File: src/hw/firp_consts.svh
// constants for the fast infrared pin polarity and status block
`ifndef FIRP_CONSTS_SVH
`define FIRP_CONSTS_SVH
// register byte addresses
`define FIRP_CTRL_ADDR 8'h00
`define FIRP_STATA_ADDR 8'h04
`define FIRP_STATB_ADDR 8'h08
`define FIRP_IMASK_ADDR 8'h0c
// control register fields
`define FIRP_SPEED_BIT 3
`define FIRP_RXEN_BIT 1
`define FIRP_LOOP_BIT 0
`define FIRP_TXINV_BIT 18
`define FIRP_RXINV_BIT 19
`define FIRP_CTRL_RST 32'h0000_0000
// status a fields
`define FIRP_ABORT_BIT 2
`define FIRP_FRAME_BIT 1
`define FIRP_EIF_BIT 0
// status b fields
`define FIRP_LOCK_BIT 0
`define FIRP_CRC_BIT 1
`define FIRP_OVF_BIT 2
// abort when this many empty chips follow each other
`define FIRP_EMPTY_CHIPS 2
`endif

File: src/hw/firp_pkg.sv
// types for the fast infrared pin polarity and status block
`default_nettype none
package firp_pkg;
    typedef enum logic [1:0] {
        FIRP_HUNT = 2'b01,
        FIRP_LOCK = 2'b10
    } firp_rx_state_t;

    typedef struct packed {
        logic [31:0] ctrl;
        logic [2:0] stat_a;
        logic [2:0] stat_b_sticky;
        logic [2:0] imask;
        logic [31:0] rdata;
        logic [1:0] empty_cnt;
        firp_rx_state_t rx_state;
        logic eof_mark;
    } firp_state_t;
endpackage : firp_pkg
`default_nettype wire

File: src/hw/firp_core.sv
// pin polarity control and status flags of the fast infrared port
//------------------------------------------------------------------
// Function
// - tx pin invert select 0 inverts all transmit sources, 1 passes true
// - rx pin invert select 0 inverts receive pin before use, 1 passes true
// - two empty chips or bad chip outside stop flag in frame sets abort, marks eof, interrupts if unmasked
// - locked flag reads 0 hunting or disabled, 1 locked, never interrupts
// - end or error in queue flag is read only, interrupts unmaskably
// - framing fault flag is read write and interrupts unmaskably
// - checksum fault flag is read only and never interrupts
// - receive overflow flag is read only and never interrupts
// - speed select 1 enables fast framer, 0 slow modulator with uart
//------------------------------------------------------------------
`include "firp_consts.svh"
`default_nettype none
module firp_core
    import firp_pkg::*;
#(
    parameter int ADDR_W = 8
) (
    input wire logic clock_i,
    input wire logic reset_n_i,
    // register port
    input wire logic [ADDR_W-1:0] addr_i,
    input wire logic [31:0] wdata_i,
    input wire logic wr_i,
    input wire logic rd_i,
    output logic [31:0] rdata_o,
    // transmit sources and pin
    input wire logic fast_tx_i,
    input wire logic uart_tx_i,
    input wire logic pin_ctrl_tx_i,
    input wire logic pin_ctrl_owns_i,
    output logic port2_transmit_pin_o,
    // receive pin and users
    input wire logic port2_receive_pin_i,
    output logic fast_rx_o,
    output logic uart_rx_o,
    output logic pin_ctrl_rx_o,
    // engine enables
    output logic fast_ir_framer_en_o,
    output logic slow_ir_en_o,
    // chip decoder events from the fast framer
    input wire logic chip_valid_i,
    input wire logic chip_empty_i,
    input wire logic chip_bad_i,
    input wire logic in_stop_flag_i,
    input wire logic in_frame_i,
    input wire logic sync_found_i,
    input wire logic queue_end_error_i,
    input wire logic framing_err_i,
    input wire logic crc_err_i,
    input wire logic overflow_i,
    output logic eof_mark_o,
    output logic irq_o
);
    // refuse an address bus too narrow to tell the four registers apart
    if (ADDR_W < 4) begin : g_addr_check
        $error("firp_core: ADDR_W too small for the register map");
    end

    firp_state_t s_q;
    firp_state_t s_d;
    logic tx_src;
    logic rx_pin;
    logic abort_ev;
    logic lock_flag;
    logic w_ctrl;
    logic w_stat_a;
    logic w_mask;

    //------------------------------------------------------------------
    // pin polarity and engine select
    //------------------------------------------------------------------
    // the transmit mux follows pin ownership, then polarity is applied once
    always_comb begin
        if (pin_ctrl_owns_i) begin
            tx_src = pin_ctrl_tx_i;
        end else if (s_q.ctrl[`FIRP_SPEED_BIT]) begin
            tx_src = fast_tx_i;
        end else begin
            tx_src = uart_tx_i;
        end
    end
    assign port2_transmit_pin_o = s_q.ctrl[`FIRP_TXINV_BIT] ? tx_src
                                                             : ~tx_src;
    assign rx_pin = s_q.ctrl[`FIRP_RXINV_BIT] ? port2_receive_pin_i
                                               : ~port2_receive_pin_i;
    assign fast_rx_o = rx_pin;
    assign uart_rx_o = rx_pin;
    assign pin_ctrl_rx_o = rx_pin;
    assign fast_ir_framer_en_o = s_q.ctrl[`FIRP_SPEED_BIT];
    assign slow_ir_en_o = ~s_q.ctrl[`FIRP_SPEED_BIT];

    //------------------------------------------------------------------
    // abort detection and lock state
    //------------------------------------------------------------------
    // empty run counter saturates so long gaps never wrap back to zero
    assign abort_ev = in_frame_i && chip_valid_i &&
        ((chip_empty_i && (s_q.empty_cnt == 2'(`FIRP_EMPTY_CHIPS - 1)))
         || (chip_bad_i && !in_stop_flag_i));
    assign lock_flag = (s_q.rx_state == FIRP_LOCK) &&
                       s_q.ctrl[`FIRP_RXEN_BIT];
    assign w_ctrl = wr_i && (addr_i == ADDR_W'(`FIRP_CTRL_ADDR));
    assign w_stat_a = wr_i && (addr_i == ADDR_W'(`FIRP_STATA_ADDR));
    assign w_mask = wr_i && (addr_i == ADDR_W'(`FIRP_IMASK_ADDR));

    //------------------------------------------------------------------
    // next state
    //------------------------------------------------------------------
    always_comb begin
        s_d = s_q;
        s_d.eof_mark = abort_ev;
        if (w_ctrl) begin
            s_d.ctrl = wdata_i;
        end
        if (w_mask) begin
            s_d.imask = wdata_i[2:0];
        end
        // empty chip run
        if (!in_frame_i) begin
            s_d.empty_cnt = 2'h0;
        end else if (chip_valid_i) begin
            if (!chip_empty_i) begin
                s_d.empty_cnt = 2'h0;
            end else if (s_q.empty_cnt != 2'h3) begin
                s_d.empty_cnt = s_q.empty_cnt + 2'h1;
            end
        end
        // hunt and lock
        unique case (s_q.rx_state)
            FIRP_HUNT: begin
                if (sync_found_i && s_q.ctrl[`FIRP_RXEN_BIT]) begin
                    s_d.rx_state = FIRP_LOCK;
                end
            end
            FIRP_LOCK: begin
                if (abort_ev || !in_frame_i && !sync_found_i) begin
                    s_d.rx_state = FIRP_HUNT;
                end
            end
            default: s_d.rx_state = FIRP_HUNT;
        endcase
        if (!s_d.ctrl[`FIRP_RXEN_BIT]) begin
            s_d.rx_state = FIRP_HUNT;
        end
        // write one clears abort and framing; set beats clear
        if (w_stat_a) begin
            s_d.stat_a[`FIRP_ABORT_BIT] = s_q.stat_a[`FIRP_ABORT_BIT] &
                ~wdata_i[`FIRP_ABORT_BIT];
            s_d.stat_a[`FIRP_FRAME_BIT] = s_q.stat_a[`FIRP_FRAME_BIT] &
                ~wdata_i[`FIRP_FRAME_BIT];
        end
        if (abort_ev) begin
            s_d.stat_a[`FIRP_ABORT_BIT] = 1'b1;
        end
        if (framing_err_i) begin
            s_d.stat_a[`FIRP_FRAME_BIT] = 1'b1;
        end
        // end/error in queue follows the queue, software cannot write it
        s_d.stat_a[`FIRP_EIF_BIT] = queue_end_error_i;
        s_d.stat_b_sticky[`FIRP_LOCK_BIT] = 1'b0;
        s_d.stat_b_sticky[`FIRP_CRC_BIT] = crc_err_i;
        s_d.stat_b_sticky[`FIRP_OVF_BIT] = overflow_i;
        // read data, one cycle after the strobe
        s_d.rdata = 32'h0000_0000;
        if (rd_i) begin
            if (addr_i == ADDR_W'(`FIRP_CTRL_ADDR)) begin
                s_d.rdata = s_q.ctrl;
            end else if (addr_i == ADDR_W'(`FIRP_STATA_ADDR)) begin
                s_d.rdata = {29'h0, s_q.stat_a};
            end else if (addr_i == ADDR_W'(`FIRP_STATB_ADDR)) begin
                s_d.rdata = {29'h0, s_q.stat_b_sticky[2:1], lock_flag};
            end else if (addr_i == ADDR_W'(`FIRP_IMASK_ADDR)) begin
                s_d.rdata = {29'h0, s_q.imask};
            end
        end
    end

    always_ff @(posedge clock_i or negedge reset_n_i) begin
        if (!reset_n_i) begin
            s_q <= '{ctrl: `FIRP_CTRL_RST, stat_a: 3'h0,
                     stat_b_sticky: 3'h0, imask: 3'h0, rdata: 32'h0,
                     empty_cnt: 2'h0, rx_state: FIRP_HUNT, eof_mark: 1'b0};
        end else begin
            s_q <= s_d;
        end
    end

    //------------------------------------------------------------------
    // outputs
    //------------------------------------------------------------------
    // abort is maskable; eif and framing are not; lock, crc, overflow never
    assign irq_o = s_q.stat_a[`FIRP_EIF_BIT] |
                   s_q.stat_a[`FIRP_FRAME_BIT] |
                   (s_q.stat_a[`FIRP_ABORT_BIT] &
                    s_q.imask[`FIRP_ABORT_BIT]);
    assign rdata_o = s_q.rdata;
    assign eof_mark_o = s_q.eof_mark;
endmodule : firp_core
`default_nettype wire

File: config.mk
export PLATFORM = sky130hd
export DESIGN_NAME = firp_core
export DESIGN_NICKNAME = d
export VERILOG_FILES = /design/src/hw/firp_pkg.sv /design/src/hw/firp_core.sv
export VERILOG_INCLUDE_DIRS = /design/src /design/src/hw
export SDC_FILE = /design/constraint.sdc
export NUM_CORES = 1
export LEC_CHECK = 0
export ABC_AREA = 1
export BUFFER_PORTS_ARGS = -buffer_cell sky130_fd_sc_hd__buf_2
export CORE_UTILIZATION = 33
export DETAILED_ROUTE_END_ITERATION = 8
export HOLD_SLACK_MARGIN = 0.05
export PLACE_DENSITY = 0.65
export SLEW_MARGIN = 15
export SYNTH_ARGS = -nofsm -noshare
export SYNTH_HDL_FRONTEND = slang
export SYNTH_SLANG_ARGS = --single-unit
File: constraint.sdc
create_clock -name clock_i -period 1.2 [get_ports clock_i]
set_input_delay 0.18 -clock clock_i [delete_from_list [all_inputs] [get_ports clock_i]]
set_output_delay 0.18 -clock clock_i [all_outputs]
set_load 0.1 [all_outputs]
Yosys cells after proc, flatten, opt, wreduce, memory -nomap -nowiden
Cells that the tools add are included.
{"block": "word_totals", "reg_bits": 77, "inputBits": 59, "output_inout_bits": 40, "word_cells": 74}
{"block": "op_classes", "n_addsub": 1, "eq_ne": 11, "mux": 21, "bitwise": 10, "n_reduce_logical": 20}
{"op": "$mux 32", "count": 2}
{"op": "$mux 2", "count": 9}
{"op": "$eq 8x4->1 const B", "count": 2}
{"op": "$logic_and 1x1->1", "count": 10}
{"op": "$mux 3", "count": 3}
{"op": "$eq 8x3->1 const B", "count": 1}
{"op": "$logic_not 8->1", "count": 1}
{"op": "$mux 1", "count": 6}
{"op": "$ne 3x2->1 const B", "count": 2}
{"op": "$not 1->1", "count": 5}
{"op": "$eq 2x1->1 const B", "count": 2}
{"op": "$ne 2x2->1 const B", "count": 2}
{"op": "$pmux 2 s2", "count": 1}
{"op": "$reduce_and 2->1", "count": 2}
{"op": "$reduce_bool 2->1", "count": 2}
{"op": "$and 1x1->1", "count": 3}
{"op": "$logic_not 1->1", "count": 3}
{"op": "$ne 3x3->1 const B", "count": 1}
{"op": "$add 2x1->2 const B", "count": 1}
{"op": "$eq 2x2->1 const B", "count": 1}
{"op": "$logic_or 1x1->1", "count": 2}
{"op": "$or 1x1->1", "count": 2}

Longest topological paths before layout
{"block": "depth", "depth_word": 8, "depth_mapped": 9, "ltp_nobuf": 9}

Worst setup path before layout
Ideal clock, no wire load.
{"block": "synth_timing", "kind": "register to output", "from": "reg s_q, in the netlist fast_ir_framer_en_o", "to": "out port2_transmit_pin_o", "arrival_time_ns": 3.414, "t_required_ns": 1.020, "slack_ns": -2.394, "stages_incl_launch_ff": 6, "path_cell_list": "dfrtp_1 -> inv_1 -> nand2_1 -> nand3_1 -> o21ai_0 -> xor2_1"}
{"block": "synth_between", "elab_chain_cells": 4}
{"element": "start: declaration", "line_no": "firp_core.sv:62", "text": "firp_state_t s_q;"}
{"element": "start signal: assignment", "line_no": "firp_core.sv:182", "text": "s_q <= '{ctrl: `FIRP_CTRL_RST, stat_a: 3'h0,"}
{"element": "$mux 1 (*)", "line_no": "firp_core.sv:79", "text": "end else if (s_q.ctrl[`FIRP_SPEED_BIT]) begin"}
{"element": "$mux 1 (*)", "line_no": "firp_core.sv:77", "text": "if (pin_ctrl_owns_i) begin"}
{"element": "$not 1->1", "line_no": "firp_core.sv:86", "text": ": ~tx_src;"}
{"element": "$mux 1 (*)", "line_no": "firp_core.sv:85", "text": "assign port2_transmit_pin_o = s_q.ctrl[`FIRP_TXINV_BIT] ? tx_src"}
{"element": "end: declaration", "line_no": "firp_core.sv:34", "text": "output logic port2_transmit_pin_o,"}
Mark *: on every way between the ends. The rest lies on a longest branch, timed or not.

Worst setup path after layout
Same ends and word-level chain as after synthesis.

==> flow_summary.yaml <==
detailed_routing:
  vias: 2399
  first_pass_iters: 4
  wirelength_mm: 6.85
  ant_nets: 0
  drtIter0Drc: 70
  drc: 0
  wl_per_cell_microns: 11.8
  viasPerCell: 4.14
grt:
  grtUsageTotal: 0.137
  grt_max_degree: 34
  grt_overflow_total: 0
  grt_pass1_vias: 2505
  antenna_found_initial: 1
  grt_pass1_wl_mm: 11.8
layout:
  drive_above_1_share: 0.495
  antennaDiodeCount: 0
  final_common_cell: "dfrtp_1"
  area_growth_pct: 43.8
  fin_area_sq_mm: 0.00498
  final_cell_mix: "74 x dfrtp_1, 57 x buf_2, 45 x buf_12"
  nets: 500
placed_design:
  dpl-instance-area_sq_mm: 0.00461
  gp_congestion: 0.812
  portBuffers: 98
  place_hpwl_mm: 5.12
status:
  status: "complete, but fails checks"
  violations: "setup timing"
synthesis:
  ys_seq_area_frac: 0.557
  synthesis.area_sq_mm: 0.00346
  avgSynthCellArea_sq_um: 10.0
  synth_nets: 406
  yosysWarnings: 0
  syn_inst: 345
  ys_types: 26
  ys_ff_latch: 77
setup_path:
  ff2ff_path_depth: 8
  required_ns: 1.02
  setup.worst_path.end_class: "primary output"
  path_depth: 6
  regToRegSetupSlack_ns: 0.05
  cp_max_fo: 3
  startpoint_type: "flop"
  rr_endpoint: "s_q[2]$_DFFE_PN0P_"
  r2r-start: "s_q[3]$_DFFE_PN0P_"
  max_stage_delay_ns: 0.50
  critical-path-top-delay-family: "flip-flops"
  path_buf_inv: 2
  criticalPathCategory: "flop to primary output"
  cp.arrival_ns: 1.50
  slowest_stage: "dfrtp_4"
  worstPathCellList: "clkinvlp_4 -> nand2_2 -> nand3_2 -> o21ai_4 -> xor2_4 -> buf_12"
min_path:
  holdPathStages: 3
  holdPathEnd: "s_q[61]$_DFFE_PN0N_"
  hold_path_class: "input pin to flop"
  min_from: "wdata_i[15]"
floorplan:
  row_count: 37
  core_region_area_sq_mm: 0.0102
  ios: 99
  die_w_microns: 104
  die_y_microns: 104
  dieArea_sq_mm: 0.0109
  start_util: 0.338
clock_network:
  clk_pin_slew_ns: 0.08
  cts_buffers: 9
  clock-sinks: 77
  h-tree-depth: 3
  clock-root-buffer: "clkbuf_8"
  cts_tree: "yes"
  clk_latency_ns: 0.34
  cts_max_path_buffers: 2
flow_run:
  max_cap_viol_count: 0
timing:
  fmax_ghz: 0.594
  finalCriticalPeriod_ns: 1.68
  fin_ws_ns: -0.484
  worstMarginPinSlew_ns: 0.279
  maxSlewViolCount: 0
  slew_headroom: 0.814
  setup_viol: 7
  hold_viol: 0
  grt_setup_unrepaired: "true"
  min_period_over_period: 1.40
  skew_ns: 0.00803
power:
  irDropWorstVdd_mv: 0.721
  p_total_mw: 5.77
  p_per_area_mw_per_mm2: 1160
  p_leak_nw: 2.57
-- cells by family after synthesis --
| kind of cell | Yosys count | synth area share |
|---|---|---|
| buf+inv | 90 | 0.152 |
| fa+ha+maj | 2 | 0.00723 |
| xor+xnor | 2 | 0.00506 |
| simple gates | 133 | 0.185 |
| flops | 77 | 0.557 |
| compound gates | 41 | 0.0933 |
-- metal layers --
layer	up-vias	part of all wire	track usage
li1	1207	-	-
met1	1123	0.43	0.168
met2	60	0.49	0.224
met3	7	0.059	0.0520
met4	2	0.012	0.0429
met5	-	0.0018	0
-- tightest hold or removal path, cell delays in order --
cell	delay, ns
buf_2	0.08
nor2_2	0.03
a21oi_2	0.08
-- Yosys cell counts (all sizes together) --
cell	n	area (sq um)
xor2	1	8.76
nor3	1	5.00
a211o	1	8.76
o22ai	1	6.26
o21ai	10	53.8
dfstp	1	26.3
inv	46	173
ha	2	25.0
buf	43	350
xnor2	1	8.76
a21oi	29	254
nand4	1	6.26
dfrtp	76	1900
nor2	77	392
clkinv	1	3.75
nand3	17	85.1
nand2	37	151
-- sequential cells by signal, indices dropped and copies added (netlist names) --
signal	flops
eof_mark_o	1
fast_ir_framer_en_o	1
rdata_o	32
s_q	43
-- worst max path at each step --
stage | endpoint | slack (ns) | startpoint
floorplan | port2_transmit_pin_o | -1.12 | fast_ir_framer_en_o$_DFFE_PN0N_
detailed placement | port2_transmit_pin_o | -0.13 | fast_ir_framer_en_o$_DFFE_PN0N_
CTS | port2_transmit_pin_o | -0.47 | fast_ir_framer_en_o$_DFFE_PN0N_
finish | port2_transmit_pin_o | -0.48 | fast_ir_framer_en_o$_DFFE_PN0N_
global route | port2_transmit_pin_o | -0.56 | fast_ir_framer_en_o$_DFFE_PN0N_
global placement | port2_transmit_pin_o | -0.10 | fast_ir_framer_en_o$_DFFE_PN0N_
-- power breakdown --
group | leakage (nW) | total, mW | switching (mW) | internal, mW
Clock | 0.126 | 2.30 | 0.903 | 1.40
Sequential | 0.904 | 2.76 | 0.0481 | 2.71
Combinational | 1.54 | 0.711 | 0.419 | 0.292
Total | 2.57 | 5.77 | 1.37 | 4.40
-- area by class of cell --
cell class	count	area, sq um
Multi-Input combinational cell	178	1060
Tap cell	136	170
Clock inverter	3	65.1
Inverter	47	180
Sequential cell	77	1930
Clock buffer	13	179
Fill cell	910	5260
Timing Repair Buffer	126	1390
-- through the flow --
stage,setup slack [ns],cells,utilization,hold slack [ns],TNS [ns]
after CTS,-0.468,577,0.481,0.0582,-2.01
after floorplan,-1.12,345,-,-0.116,-2.50
after global placement,-0.102,555,0.451,0.0814,-0.102
final,-0.484,580,0.486,0.0724,-1.98
after global routing,-0.563,580,0.486,0.0520,-2.40
after detailed placement,-0.126,555,0.451,0.0880,-0.868
-- what timing repair did --
| item | in CTS | in global routing |
|---|---|---|
| hold buffers | 5 | 0 |
| endpoints found under the setup margin | 7 | 8 |
| buffers inserted | 2 | 3 |
| pin swaps | 1 | 2 |
| hold endpoints to repair | 80 | 0 |
| gates resized for setup | 3 | 7 |
(Power assumes the default switching activity.)
